File: src/include/cib_regs.vh
// Constants for the increment/decrement, OR and branch execution block
// Contract
// - Clear accumulator loads zero, sets zero flag
// - Decrement-skip subtracts one from file register 0..127
// - Select zero writes accumulator, one writes file
// - Decrement-skip zero result replaces next with no-op
// - Increments add one, routed by select bit
// - Increment-skip zero result makes two-cycle no-op
// - Branch loads 11-bit immediate into counter low
// - Branch fills counter 14:11 from latch 6:3
// - Branch immediate accepts 0 to 2047
// - Branch takes two instruction cycles
// - OR literal: accumulator OR 8-bit literal to accumulator
// - OR file: accumulator OR file to destination
// - Skip unmet continues; met inserts no-op cycle
`ifndef CIB_REGS_VH
`define CIB_REGS_VH
// Operation codes presented by the fetch logic
`define CIB_OP_W            3
`define CIB_OP_NONE         3'h0
`define CIB_OP_CLEAR_ACC    3'h1
`define CIB_OP_DEC_SKIP     3'h2
`define CIB_OP_INC_SKIP     3'h3
`define CIB_OP_INC_FILE     3'h4
`define CIB_OP_BRANCH       3'h5
`define CIB_OP_OR_LITERAL   3'h6
`define CIB_OP_OR_FILE      3'h7
// Widths
`define CIB_DATA_W          8
`define CIB_FADDR_W         7
`define CIB_IMM_W           11
`define CIB_PC_W            15
`define CIB_LATCH_W         7
// Field positions
`define CIB_LATCH_HI        6
`define CIB_LATCH_LO        3
// Reset values and the increment/decrement step
`define CIB_ZERO_BYTE       8'h00
`define CIB_PC_RST          15'h0000
`define CIB_ADDR_RST        7'h00
`define CIB_ONE_BYTE        8'h01
`endif

File: src/design/cib_exec.v
// Execution unit for clear, increment/decrement, OR and branch operations
`timescale 1ns/1ps
`include "cib_regs.vh"
module cib_exec (
  input  wire                     CORE_CLK_I,        // Core clock, 40 MHz
  input  wire                     SRST_I,            // Synchronous reset, active high
  input  wire                     OP_VALID_I,        // Decoded instruction presented
  input  wire [`CIB_OP_W-1:0]     OP_CODE_I,         // Operation code
  input  wire [`CIB_FADDR_W-1:0]  FILE_ADDR_I,       // File register address 0..127
  input  wire                     DEST_SEL_I,        // 0 accumulator, 1 file register
  input  wire [`CIB_DATA_W-1:0]   LITERAL_I,         // 8-bit literal
  input  wire [`CIB_IMM_W-1:0]    BRANCH_IMM_I,      // Branch target 0..2047
  input  wire [`CIB_DATA_W-1:0]   FILE_RDATA_I,      // Addressed file register contents
  input  wire [`CIB_LATCH_W-1:0]  PC_HIGH_LATCH_I,   // Program counter high latch
  output reg                      OP_READY_O,        // Instruction will be taken
  output reg  [`CIB_DATA_W-1:0]   ACC_O,             // Working accumulator
  output reg                      ZERO_FLAG_O,       // Zero flag
  output reg                      FILE_WE_O,         // File write pulse
  output reg  [`CIB_FADDR_W-1:0]  FILE_WADDR_O,      // File write address
  output reg  [`CIB_DATA_W-1:0]   FILE_WDATA_O,      // File write data
  output reg                      PC_LOAD_O,         // Program counter load pulse
  output reg  [`CIB_PC_W-1:0]     PROGRAM_COUNTER_O, // Branch target counter
  output reg                      FLUSH_O            // Next fetched word becomes no-operation
);
  // Sequencer states: the second state is the inserted no-operation slot
  localparam ST_RUN   = 1'b0;   // Taking instructions
  localparam ST_SLOT2 = 1'b1;   // Extra cycle of a branch or of a met skip

  // Sequencer
  reg                     state_r;        // Sequencer state
  reg                     state_nxt;      // Next sequencer state

  // Arithmetic unit
  wire [`CIB_DATA_W-1:0]  result;         // Unit result
  wire                    result_zero;    // Unit result is zero

  // Operation decode
  wire                    take;           // Instruction accepted this cycle
  wire                    op_clear;       // Clear accumulator
  wire                    op_dec_skip;    // Decrement, skip if zero
  wire                    op_inc_skip;    // Increment, skip if zero
  wire                    op_inc;         // Plain increment
  wire                    op_branch;      // Unconditional branch
  wire                    op_or_lit;      // OR with literal
  wire                    op_or_file;     // OR with file register
  wire                    is_skip;        // Either skip operation
  wire                    skip_met;       // Skip taken: next word is discarded
  wire                    has_data;       // Operation produces a data result
  wire                    to_file;        // Result heads for file register
  wire                    sets_zero;      // Operation updates the zero flag
  wire [`CIB_PC_W-1:0]    branch_target;  // Assembled branch destination

  // Next values of the registered outputs
  reg                     ready_nxt;      // Next ready level
  reg  [`CIB_DATA_W-1:0]  acc_nxt;        // Next accumulator
  reg                     zero_nxt;       // Next zero flag
  reg                     we_nxt;         // Next file write pulse
  reg  [`CIB_FADDR_W-1:0] waddr_nxt;      // Next file write address
  reg  [`CIB_DATA_W-1:0]  wdata_nxt;      // Next file write data
  reg                     pc_load_nxt;    // Next counter load pulse
  reg  [`CIB_PC_W-1:0]    pc_nxt;         // Next branch target
  reg                     flush_nxt;      // Next discard marker

  // Shared arithmetic: one adder and OR path serve every data operation
  cib_alu u_alu (
    .op_i     (OP_CODE_I),
    .acc_i    (ACC_O),
    .file_i   (FILE_RDATA_I),
    .lit_i    (LITERAL_I),
    .result_o (result),
    .zero_o   (result_zero)
  );

  // Instructions are taken only while ready is shown and the run state holds.
  // Ready stays low through reset and the first cycle after it, so a word
  // left on the bus while reset is held is never executed as reset lets go.
  assign take          = OP_VALID_I && OP_READY_O && (state_r == ST_RUN);

  // One-hot view of the operation code
  assign op_clear      = (OP_CODE_I == `CIB_OP_CLEAR_ACC);
  assign op_dec_skip   = (OP_CODE_I == `CIB_OP_DEC_SKIP);
  assign op_inc_skip   = (OP_CODE_I == `CIB_OP_INC_SKIP);
  assign op_inc        = (OP_CODE_I == `CIB_OP_INC_FILE);
  assign op_branch     = (OP_CODE_I == `CIB_OP_BRANCH);
  assign op_or_lit     = (OP_CODE_I == `CIB_OP_OR_LITERAL);
  assign op_or_file    = (OP_CODE_I == `CIB_OP_OR_FILE);
  assign is_skip       = op_dec_skip || op_inc_skip;

  // A skip whose result wrapped to zero discards the next word
  assign skip_met      = take && is_skip && result_zero;

  // No-operation and branch leave the data path alone
  assign has_data      = op_clear || op_dec_skip || op_inc_skip || op_inc
                         || op_or_lit || op_or_file;

  // Only file-form operations honour the select bit; the others use the accumulator
  assign to_file       = DEST_SEL_I && (op_dec_skip || op_inc_skip || op_inc
                         || op_or_file);

  // The skips leave every status flag alone; clear, plain increment and both ORs update the zero flag
  assign sets_zero     = op_clear || op_inc || op_or_lit || op_or_file;

  // Upper counter bits come from the latch, lower bits from the immediate.
  // The latch bits below the field are ignored, so software may leave junk there.
  assign branch_target = {PC_HIGH_LATCH_I[`CIB_LATCH_HI:`CIB_LATCH_LO],
                          BRANCH_IMM_I};

  // Next state: a taken branch or a met skip costs one extra cycle
  always @* begin
    case (state_r)
      ST_RUN: begin
        if (skip_met || (take && op_branch)) begin
          state_nxt = ST_SLOT2;
        end else begin
          state_nxt = ST_RUN;
        end
      end
      // The inserted slot always returns to the run state
      ST_SLOT2: begin
        state_nxt = ST_RUN;
      end
      // Unused codes recover to the run state
      default: begin
        state_nxt = ST_RUN;
      end
    endcase
  end

  // Ready falls during the inserted slot so fetch holds the next word
  always @* begin
    ready_nxt = (state_nxt == ST_RUN);
  end

  // Accumulator and zero flag hold unless a data operation targets them
  always @* begin
    acc_nxt  = ACC_O;
    zero_nxt = ZERO_FLAG_O;
    if (take && has_data) begin
      // Results not bound for the file land in the accumulator
      if (!to_file) begin
        acc_nxt = result;
      end
      // Skips keep the flag so a loop test does not disturb it
      if (sets_zero) begin
        zero_nxt = result_zero;
      end
    end
  end

  // File write port: address and data hold between writes, the enable pulses
  always @* begin
    we_nxt    = 1'b0;
    waddr_nxt = FILE_WADDR_O;
    wdata_nxt = FILE_WDATA_O;
    if (take && has_data && to_file) begin
      we_nxt    = 1'b1;
      waddr_nxt = FILE_ADDR_I;
      wdata_nxt = result;
    end
  end

  // Counter load: the target holds after the pulse so fetch may read it late
  always @* begin
    pc_load_nxt = 1'b0;
    pc_nxt      = PROGRAM_COUNTER_O;
    if (take && op_branch) begin
      pc_load_nxt = 1'b1;
      pc_nxt      = branch_target;
    end
  end

  // Discard marker: one pulse on the cycle whose fetched word is dropped
  always @* begin
    flush_nxt = skip_met;
  end

  // Sequencer register
  always @(posedge CORE_CLK_I) begin
    if (SRST_I) begin
      state_r <= ST_RUN;
    end else begin
      state_r <= state_nxt;
    end
  end

  // Handshake and pulse outputs
  always @(posedge CORE_CLK_I) begin
    if (SRST_I) begin
      // Nothing is taken while reset is held, nor on the first edge after it
      OP_READY_O <= 1'b0;
      FILE_WE_O  <= 1'b0;
      PC_LOAD_O  <= 1'b0;
      FLUSH_O    <= 1'b0;
    end else begin
      OP_READY_O <= ready_nxt;
      FILE_WE_O  <= we_nxt;
      PC_LOAD_O  <= pc_load_nxt;
      FLUSH_O    <= flush_nxt;
    end
  end

  // Accumulator and zero flag registers
  always @(posedge CORE_CLK_I) begin
    if (SRST_I) begin
      ACC_O       <= `CIB_ZERO_BYTE;
      ZERO_FLAG_O <= 1'b0;
    end else begin
      ACC_O       <= acc_nxt;
      ZERO_FLAG_O <= zero_nxt;
    end
  end

  // File write address and data registers
  always @(posedge CORE_CLK_I) begin
    if (SRST_I) begin
      FILE_WADDR_O <= `CIB_ADDR_RST;
      FILE_WDATA_O <= `CIB_ZERO_BYTE;
    end else begin
      FILE_WADDR_O <= waddr_nxt;
      FILE_WDATA_O <= wdata_nxt;
    end
  end

  // Branch target register
  always @(posedge CORE_CLK_I) begin
    if (SRST_I) begin
      PROGRAM_COUNTER_O <= `CIB_PC_RST;
    end else begin
      PROGRAM_COUNTER_O <= pc_nxt;
    end
  end

endmodule // cib_exec

File: src/design/cib_alu.v
// Combinational arithmetic unit for the execution block
`timescale 1ns/1ps
`include "cib_regs.vh"
module cib_alu (
  input  wire [`CIB_OP_W-1:0]   op_i,     // Operation code
  input  wire [`CIB_DATA_W-1:0] acc_i,    // Accumulator value
  input  wire [`CIB_DATA_W-1:0] file_i,   // Addressed file register value
  input  wire [`CIB_DATA_W-1:0] lit_i,    // 8-bit literal
  output reg  [`CIB_DATA_W-1:0] result_o, // Operation result
  output wire                   zero_o    // Result is zero
);
  // Result selection per operation
  always @* begin
    case (op_i)
      `CIB_OP_CLEAR_ACC:  result_o = `CIB_ZERO_BYTE;
      `CIB_OP_DEC_SKIP:   result_o = file_i - `CIB_ONE_BYTE;
      `CIB_OP_INC_SKIP:   result_o = file_i + `CIB_ONE_BYTE;
      `CIB_OP_INC_FILE:   result_o = file_i + `CIB_ONE_BYTE;
      `CIB_OP_OR_LITERAL: result_o = acc_i | lit_i;
      `CIB_OP_OR_FILE:    result_o = acc_i | file_i;
      default:            result_o = `CIB_ZERO_BYTE;                 // No data result
    endcase
  end
  assign zero_o = (result_o == `CIB_ZERO_BYTE);
endmodule // cib_alu

File: config.mk
export PLATFORM = sky130hd
export DESIGN_NAME = cib_exec
export DESIGN_NICKNAME = d
export VERILOG_FILES = /design/src/design/cib_exec.v /design/src/design/cib_alu.v
export VERILOG_INCLUDE_DIRS = /design/src /design/src/include
export SDC_FILE = /design/constraint.sdc
export NUM_CORES = 1
export LEC_CHECK = 0
export ABC_CLOCK_PERIOD_IN_PS = 3100
export BUFFER_PORTS_ARGS = -buffer_cell sky130_fd_sc_hd__buf_2
export CORE_ASPECT_RATIO = 1.2
export CORE_MARGIN = 10
export CORE_UTILIZATION = 40
export DETAILED_ROUTE_END_ITERATION = 8
export PLACE_DENSITY = 0.7
export SYNTH_ARGS = -nofsm -noshare
export SYNTH_HDL_FRONTEND = slang
export SYNTH_HIERARCHICAL = 1
export SYNTH_SLANG_ARGS = --single-unit
File: constraint.sdc
create_clock -name CORE_CLK_I -period 3.1 [get_ports CORE_CLK_I]
set_clock_uncertainty 0.15 [all_clocks]
set_input_delay 0.155 -clock CORE_CLK_I [delete_from_list [all_inputs] [get_ports CORE_CLK_I]]
set_output_delay 0.155 -clock CORE_CLK_I [all_outputs]
set_load 0.05 [all_outputs]
After elaboration in Yosys (flattened, before gate mapping)
Index checks and enable logic that the tools add are counted.
W data, S select, Z words.
{"block": "word_totals", "ff_bits": 44, "input_bits": 48, "out_inout_bits": 43}
{"block": "classes", "addsub": 2, "eq_ne": 7, "mux": 5, "bitwise_logic": 5, "reduce_logical": 24}
{"operator": "$pmux W8 S4", "n": 1}
{"operator": "$or A8 B8 Y8", "n": 2}
{"operator": "$eq A3 B3 Y1 const B", "n": 4}
{"operator": "$logic_or A1 B1 Y1", "n": 12}
{"operator": "$add A8 B1 Y8 const B", "n": 1}
{"operator": "$logic_and A1 B1 Y1", "n": 8}
{"operator": "$logic_not A8 Y1", "n": 1}
{"operator": "$sub A8 B1 Y8 const B", "n": 1}
{"operator": "$eq A3 B2 Y1 const B", "n": 2}
{"operator": "$reduce_and A2 Y1", "n": 2}
{"operator": "$eq A3 B1 Y1 const B", "n": 1}
{"operator": "$mux W1", "n": 3}
{"operator": "$not A1 Y1", "n": 3}
{"operator": "$pmux W1 S2", "n": 1}
{"operator": "$reduce_or A2 Y1", "n": 1}

Logic depth before layout (Yosys ltp)
{"block": "logic_depth", "word_depth": 9, "mapped_depth": 13}

Cells and area by module
The synthesis kept the hierarchy.
{"mod": "cib_exec", "n_inst": 1, "cells_per_inst": 197, "area_each_um2": 1712.9, "seq_area_each_um2": 880.8}
{"mod": "cib_alu", "n_inst": 1, "cells_per_inst": 86, "area_each_um2": 634.4, "seq_area_each_um2": 0.0}

Least setup slack after synthesis
No wires, ideal clock.
{"block": "synth_path", "kind": "in2reg", "from": "input OP_CODE_I[2]", "to": "register OP_READY_O", "setup_time_ns": 0.128, "arrival_time_ns": 2.928, "path_slack_ns": -0.105, "cell_stages": 13, "n_path_buf": 1, "path_cell_list": "buf_4 > nor3b_1 > a21oi_1 > ha_1 > a2111oi_2 > o21ai_1 > nand2_2 > mux2i_1 > or4_4 > nor4b_2 > nand3b_1 > a21oi_1 > nor2_1"}
{"block": "synth_between", "elab_chain_len": 9, "elab_cells_between_ends": 17, "cone_classes": "eq/ne: 6; mux: 3; bitwise: 1; reduce/logical: 7"}
{"element": "from (decl)", "line": "cib_exec.v:8", "text": "input wire [`CIB_OP_W-1:0] OP_CODE_I,"}
{"element": "$eq A3 B2 Y1 / $eq A3 B3 Y1 (equally long branches)", "line": "cib_alu.v:14", "text": "case (op_i)"}
{"element": "$reduce_or A2 Y1 (no line)"}
{"element": "$pmux W8 S4 (*)", "line": "cib_alu.v:14"}
{"element": "named net result[7]", "line": "cib_exec.v:34", "text": "wire [`CIB_DATA_W-1:0] result;"}
{"element": "$logic_not A8 Y1 (no line) (*)"}
{"element": "named net result_zero", "line": "cib_exec.v:35", "text": "wire result_zero;"}
{"element": "$logic_and A1 B1 Y1 (*)", "line": "cib_exec.v:90", "text": "assign skip_met = take && is_skip && result_zero;"}
{"element": "$logic_or A1 B1 Y1 (*)", "line": "cib_exec.v:112", "text": "if (skip_met || (take && op_branch)) begin"}
{"element": "$mux W1 (*)", "line": "cib_exec.v:112"}
{"element": "$pmux W1 S2 (*)", "line": "cib_exec.v:110", "text": "case (state_r)"}
{"element": "$not A1 Y1 (*)", "line": "cib_exec.v:131", "text": "ready_nxt = (state_nxt == ST_RUN);"}
{"element": "to (signal assigned)", "line": "cib_exec.v:195", "text": "OP_READY_O <= ready_nxt;"}
{"element": "to (decl)", "line": "cib_exec.v:15", "text": "output reg OP_READY_O,"}
Mark *: on every way through the listed nets, which the timed path passes. The rest lies on a longest branch.
A chain may end at the register's enable or synchronous reset.

Worst setup path after layout
{"block": "layout_path", "from": "input OP_CODE_I[1]", "to": "register OP_READY_O"}
The elaborated chain is that of the path after synthesis.

==> metrics.md <==
| Metric | Value |
|---|---|
| Fin crit period | 2910 ps |
| Netlist cell types | 51 |
| Clock latency on the worst-skew pair | 300 ps |
| Post-CTS setup repair buffer count | 0 |
| Cell total after placement | 458 |
| Setup_tns | 0 ps |
| Buffers & Inverters on Critical Path | 1 |
| Clock Sinks | 44 |
| Hold Crit Start | OP_VALID_I |
| Post-detailed-route count of antenna-violating nets | 0 |
| Nets | 462 |
| IO buf count | 87 |
| # diodes | 0 |
| Final non-filler cell total | 488 |
| Max Fclk | 0.344 GHz |
| Power share of the sequential group | 44.6% |
| Hpwl dp | 5390 µm |
| Initial DRC count | 89 |
| Sw frac | 30.4% |
| Crit-path slowest cell | or4_4 |
| Worst path required time | 3110 ps |
| Total wire length | 7380 µm |
| EDFF count, synth | 0 |
| GRT overflow | 0 |
| Avg Cell Area, Syn | 8.29 µm² |
| # rows | 30 |
| Crit Path Max Fanout | 5 |
| First-pass GRT wire length | 12400 µm |
| CP Capture Type | flop |
| Die W | 89.9 µm |
| P_sw | 0.397 mW |
| Gr usage total | 15.5% |
| Max Cap Viol | 0 |
| Largest net degree at the start of global routing | 53 |
| Leak Pwr | 1.41 nW |
| Critical R2R Launch | ACC_O[1] |
| Initial DRT Pass Iterations | 4 |
| Worst Max-Slew Pin Slew | 846 ps |
| CP Launch Type | input pin |
| Cell family with most CP delay | simple AND/OR/NAND/NOR gates |
| Yosys warns | 6 |
| Final period util | 93.7% |
| Initial antenna violation count | 0 |
| Syn Std Cell Area | 2350 µm² |
| Initial Util | 41.4% |
| Final hold violations | 0 |
| Critical path type | input pin to flop |
| I/O pin count | 91 |
| Max clock buf depth | 2 |
| Seq/Total Area, Yosys | 37.5% |
| Critical Path Start | OP_CODE_I[1] |
| Top_reg_cell synth | dfxtp_1 |
| Number of global-route vias before repair | 2552 |
| Post-synth ARST share | 0% |
| Routed via count | 2497 |
| DRC errors left | 0 |
| Worst min-delay path category | input pin to flop |
| CTS root buf | clkbuf_8 |
| Internal Power | 0.910 mW |
| Via density | 5.12 |
| Syn Nets | 338 |
| Cts bufs inserted | 5 |
| Power Dens Cells | 396 nW/µm² |
| VDD IR max | 0.274 mV |
| Slowest stage delay, CP | 520 ps |
| Routed wire length per instance | 15.1 µm |
| Die Ht | 104 µm |
| Core Area | 5670 µm² |
| Status | complete, no violations |
| Clock power frac | 28.9% |
| Crit path cell chain | buf_2 -> nor2b_1 -> a21oi_2 -> ha_1 -> a2111oi_2 -> o21ai_1 -> nand2_2 -> mux2i_1 -> or4_4 -> nor4b_2 -> nand3b_1 -> a21oi_1 -> nor2_1 |
| Final setup viols | 0 |
| Fill count | 502 |
| Cell count after synthesis | 283 |
| Clock Pin Slew Worst Setup and Hold Paths | 80 ps |
| Die ar. | 9350 µm² |
| Area delta synth->final | 40.9% |
| CTS HTree Levels | 2 |
| CTS tree | done |
| Slew margin rel. | 43.6% |
| WP data arrival | 2920 ps |
| Placer Congestion | 0.914 |
| RSZ-0062 raised after global routing | no |
| Combinational fraction of design power | 26.5% |
| Layout cells sized above 1 | 33.8% |
| Synthesis-stage register bit count | 44 |
| Slew Limit Fails | 0 |
[power by group through the flow]
stage / clock [mW] / sequential [mW] / combinational, mW
global route: 0.407 / 0.586 / 0.378
floorplan: 0 / 0.637 / 0.163
CTS: 0.384 / 0.584 / 0.346
detailed placement: 0 / 0.597 / 0.324
global placement: 0 / 0.597 / 0.320
finish: 0.378 / 0.584 / 0.347
[cell usage after synthesis, drive strengths merged, types with 2 or more instances]
cell type	count	area, µm²
nand2	33	126
o22ai	2	12.5
clkbuf	9	35.0
ha	6	75.1
nor2	11	41.3
dfxtp	44	881
nand3b	5	37.5
a211oi	8	65.1
nor3	3	15.0
nor2b	9	56.3
a2111oi	2	30.0
o221ai	2	17.5
buf	9	57.6
o21bai	2	15.0
xnor2	2	17.5
a21oi	40	204
inv	2	7.51
mux2i	10	113
nand2b	19	119
mux2	2	22.5
o21ai	23	115
nand3	20	100
[cells by family after synthesis]
kind of cell | Yosys count | synth area share, %
compound gates | 86 | 22.0
xor+xnor | 3 | 1.12
fa+ha+maj | 7 | 4.05
buf+inv | 20 | 4.26
flops | 44 | 37.5
mux | 12 | 5.76
simple gates | 111 | 25.3
[cell type report]
type / instances / area (µm²) / share of cell area (%)
multi-input combinational: 219 / 1380 / 41.6
sequential: 44 / 881 / 26.6
clock inverter: 2 / 10.0 / 0.303
tap: 80 / 100 / 3.03
inverter: 2 / 7.51 / 0.227
clock buffer: 6 / 82.6 / 2.50
timing repair buffer: 135 / 851 / 25.7
[worst min-delay path, cell delays in order]
cell	delay [ps]
buf_2	100
nand3b_1	70
buf_4	220
nor3_1	70
[state kept, by name, indices dropped and copies added (netlist names)]
signal and count:
FILE_WDATA_O 8, state_r 1, FILE_WE_O 1, FILE_WADDR_O 7, FLUSH_O 1, PC_LOAD_O 1, PROGRAM_COUNTER_O 15, ACC_O 8
ZERO_FLAG_O 1, OP_READY_O 1
[per-stage QoR]
stage / utilization, % / worst slack, ps / hold slack, ps / instance area, µm² / power, mW
after global routing: 58.3 / 35.8 / 258 / 3310 / 1.37
after detailed placement: 52.8 / -121 / 252 / 2990 / 0.921
after global placement: 52.8 / -49.5 / 246 / 2990 / 0.917
final: 58.3 / 194 / 217 / 3310 / 1.31
after floorplan: - / 33.9 / 141 / 2360 / 0.800
after CTS: 58.3 / 185 / 210 / 3310 / 1.31
[per-layer routing]
layer / vias to the layer above / routed length (µm) / part of all wire, % / track usage (%)
met5: - / 0 / 0 / 0
met4: 0 / 64 / 0.87 / 4.10
met3: 8 / 535 / 7.2 / 5.56
met2: 84 / 3520 / 48 / 25.7
met1: 1153 / 3270 / 44 / 18.3
li1: 1252 / - / - / -
[layout by cell type (no fill, tap or decap), types with 11 or more instances in the layout]
| master | n |
|---|---|
| a21oi_1 | 38 |
| buf_2 | 87 |
| buf_4 | 26 |
| dfxtp_1 | 44 |
| dlygate4sd3_1 | 22 |
| nand2_1 | 32 |
| nand2b_1 | 19 |
| nand3_1 | 20 |
| nor2_1 | 11 |
| o21ai_0 | 22 |
[path summary, 6_finish.rpt]
kind / end / slack, ps / cells after the start
max: OP_READY_O / 190 / 13
min reg2reg: PROGRAM_COUNTER_O[9] / 300 / 2
max reg2reg: OP_READY_O / 830 / 8
min: FLUSH_O / 220 / 4
[repair_timing]
item                      CTS  global route
hold buffers               22             0
resized for setup           0             0
hold endpoints to repair   22             0
Power figures use the tool's default switching activity.
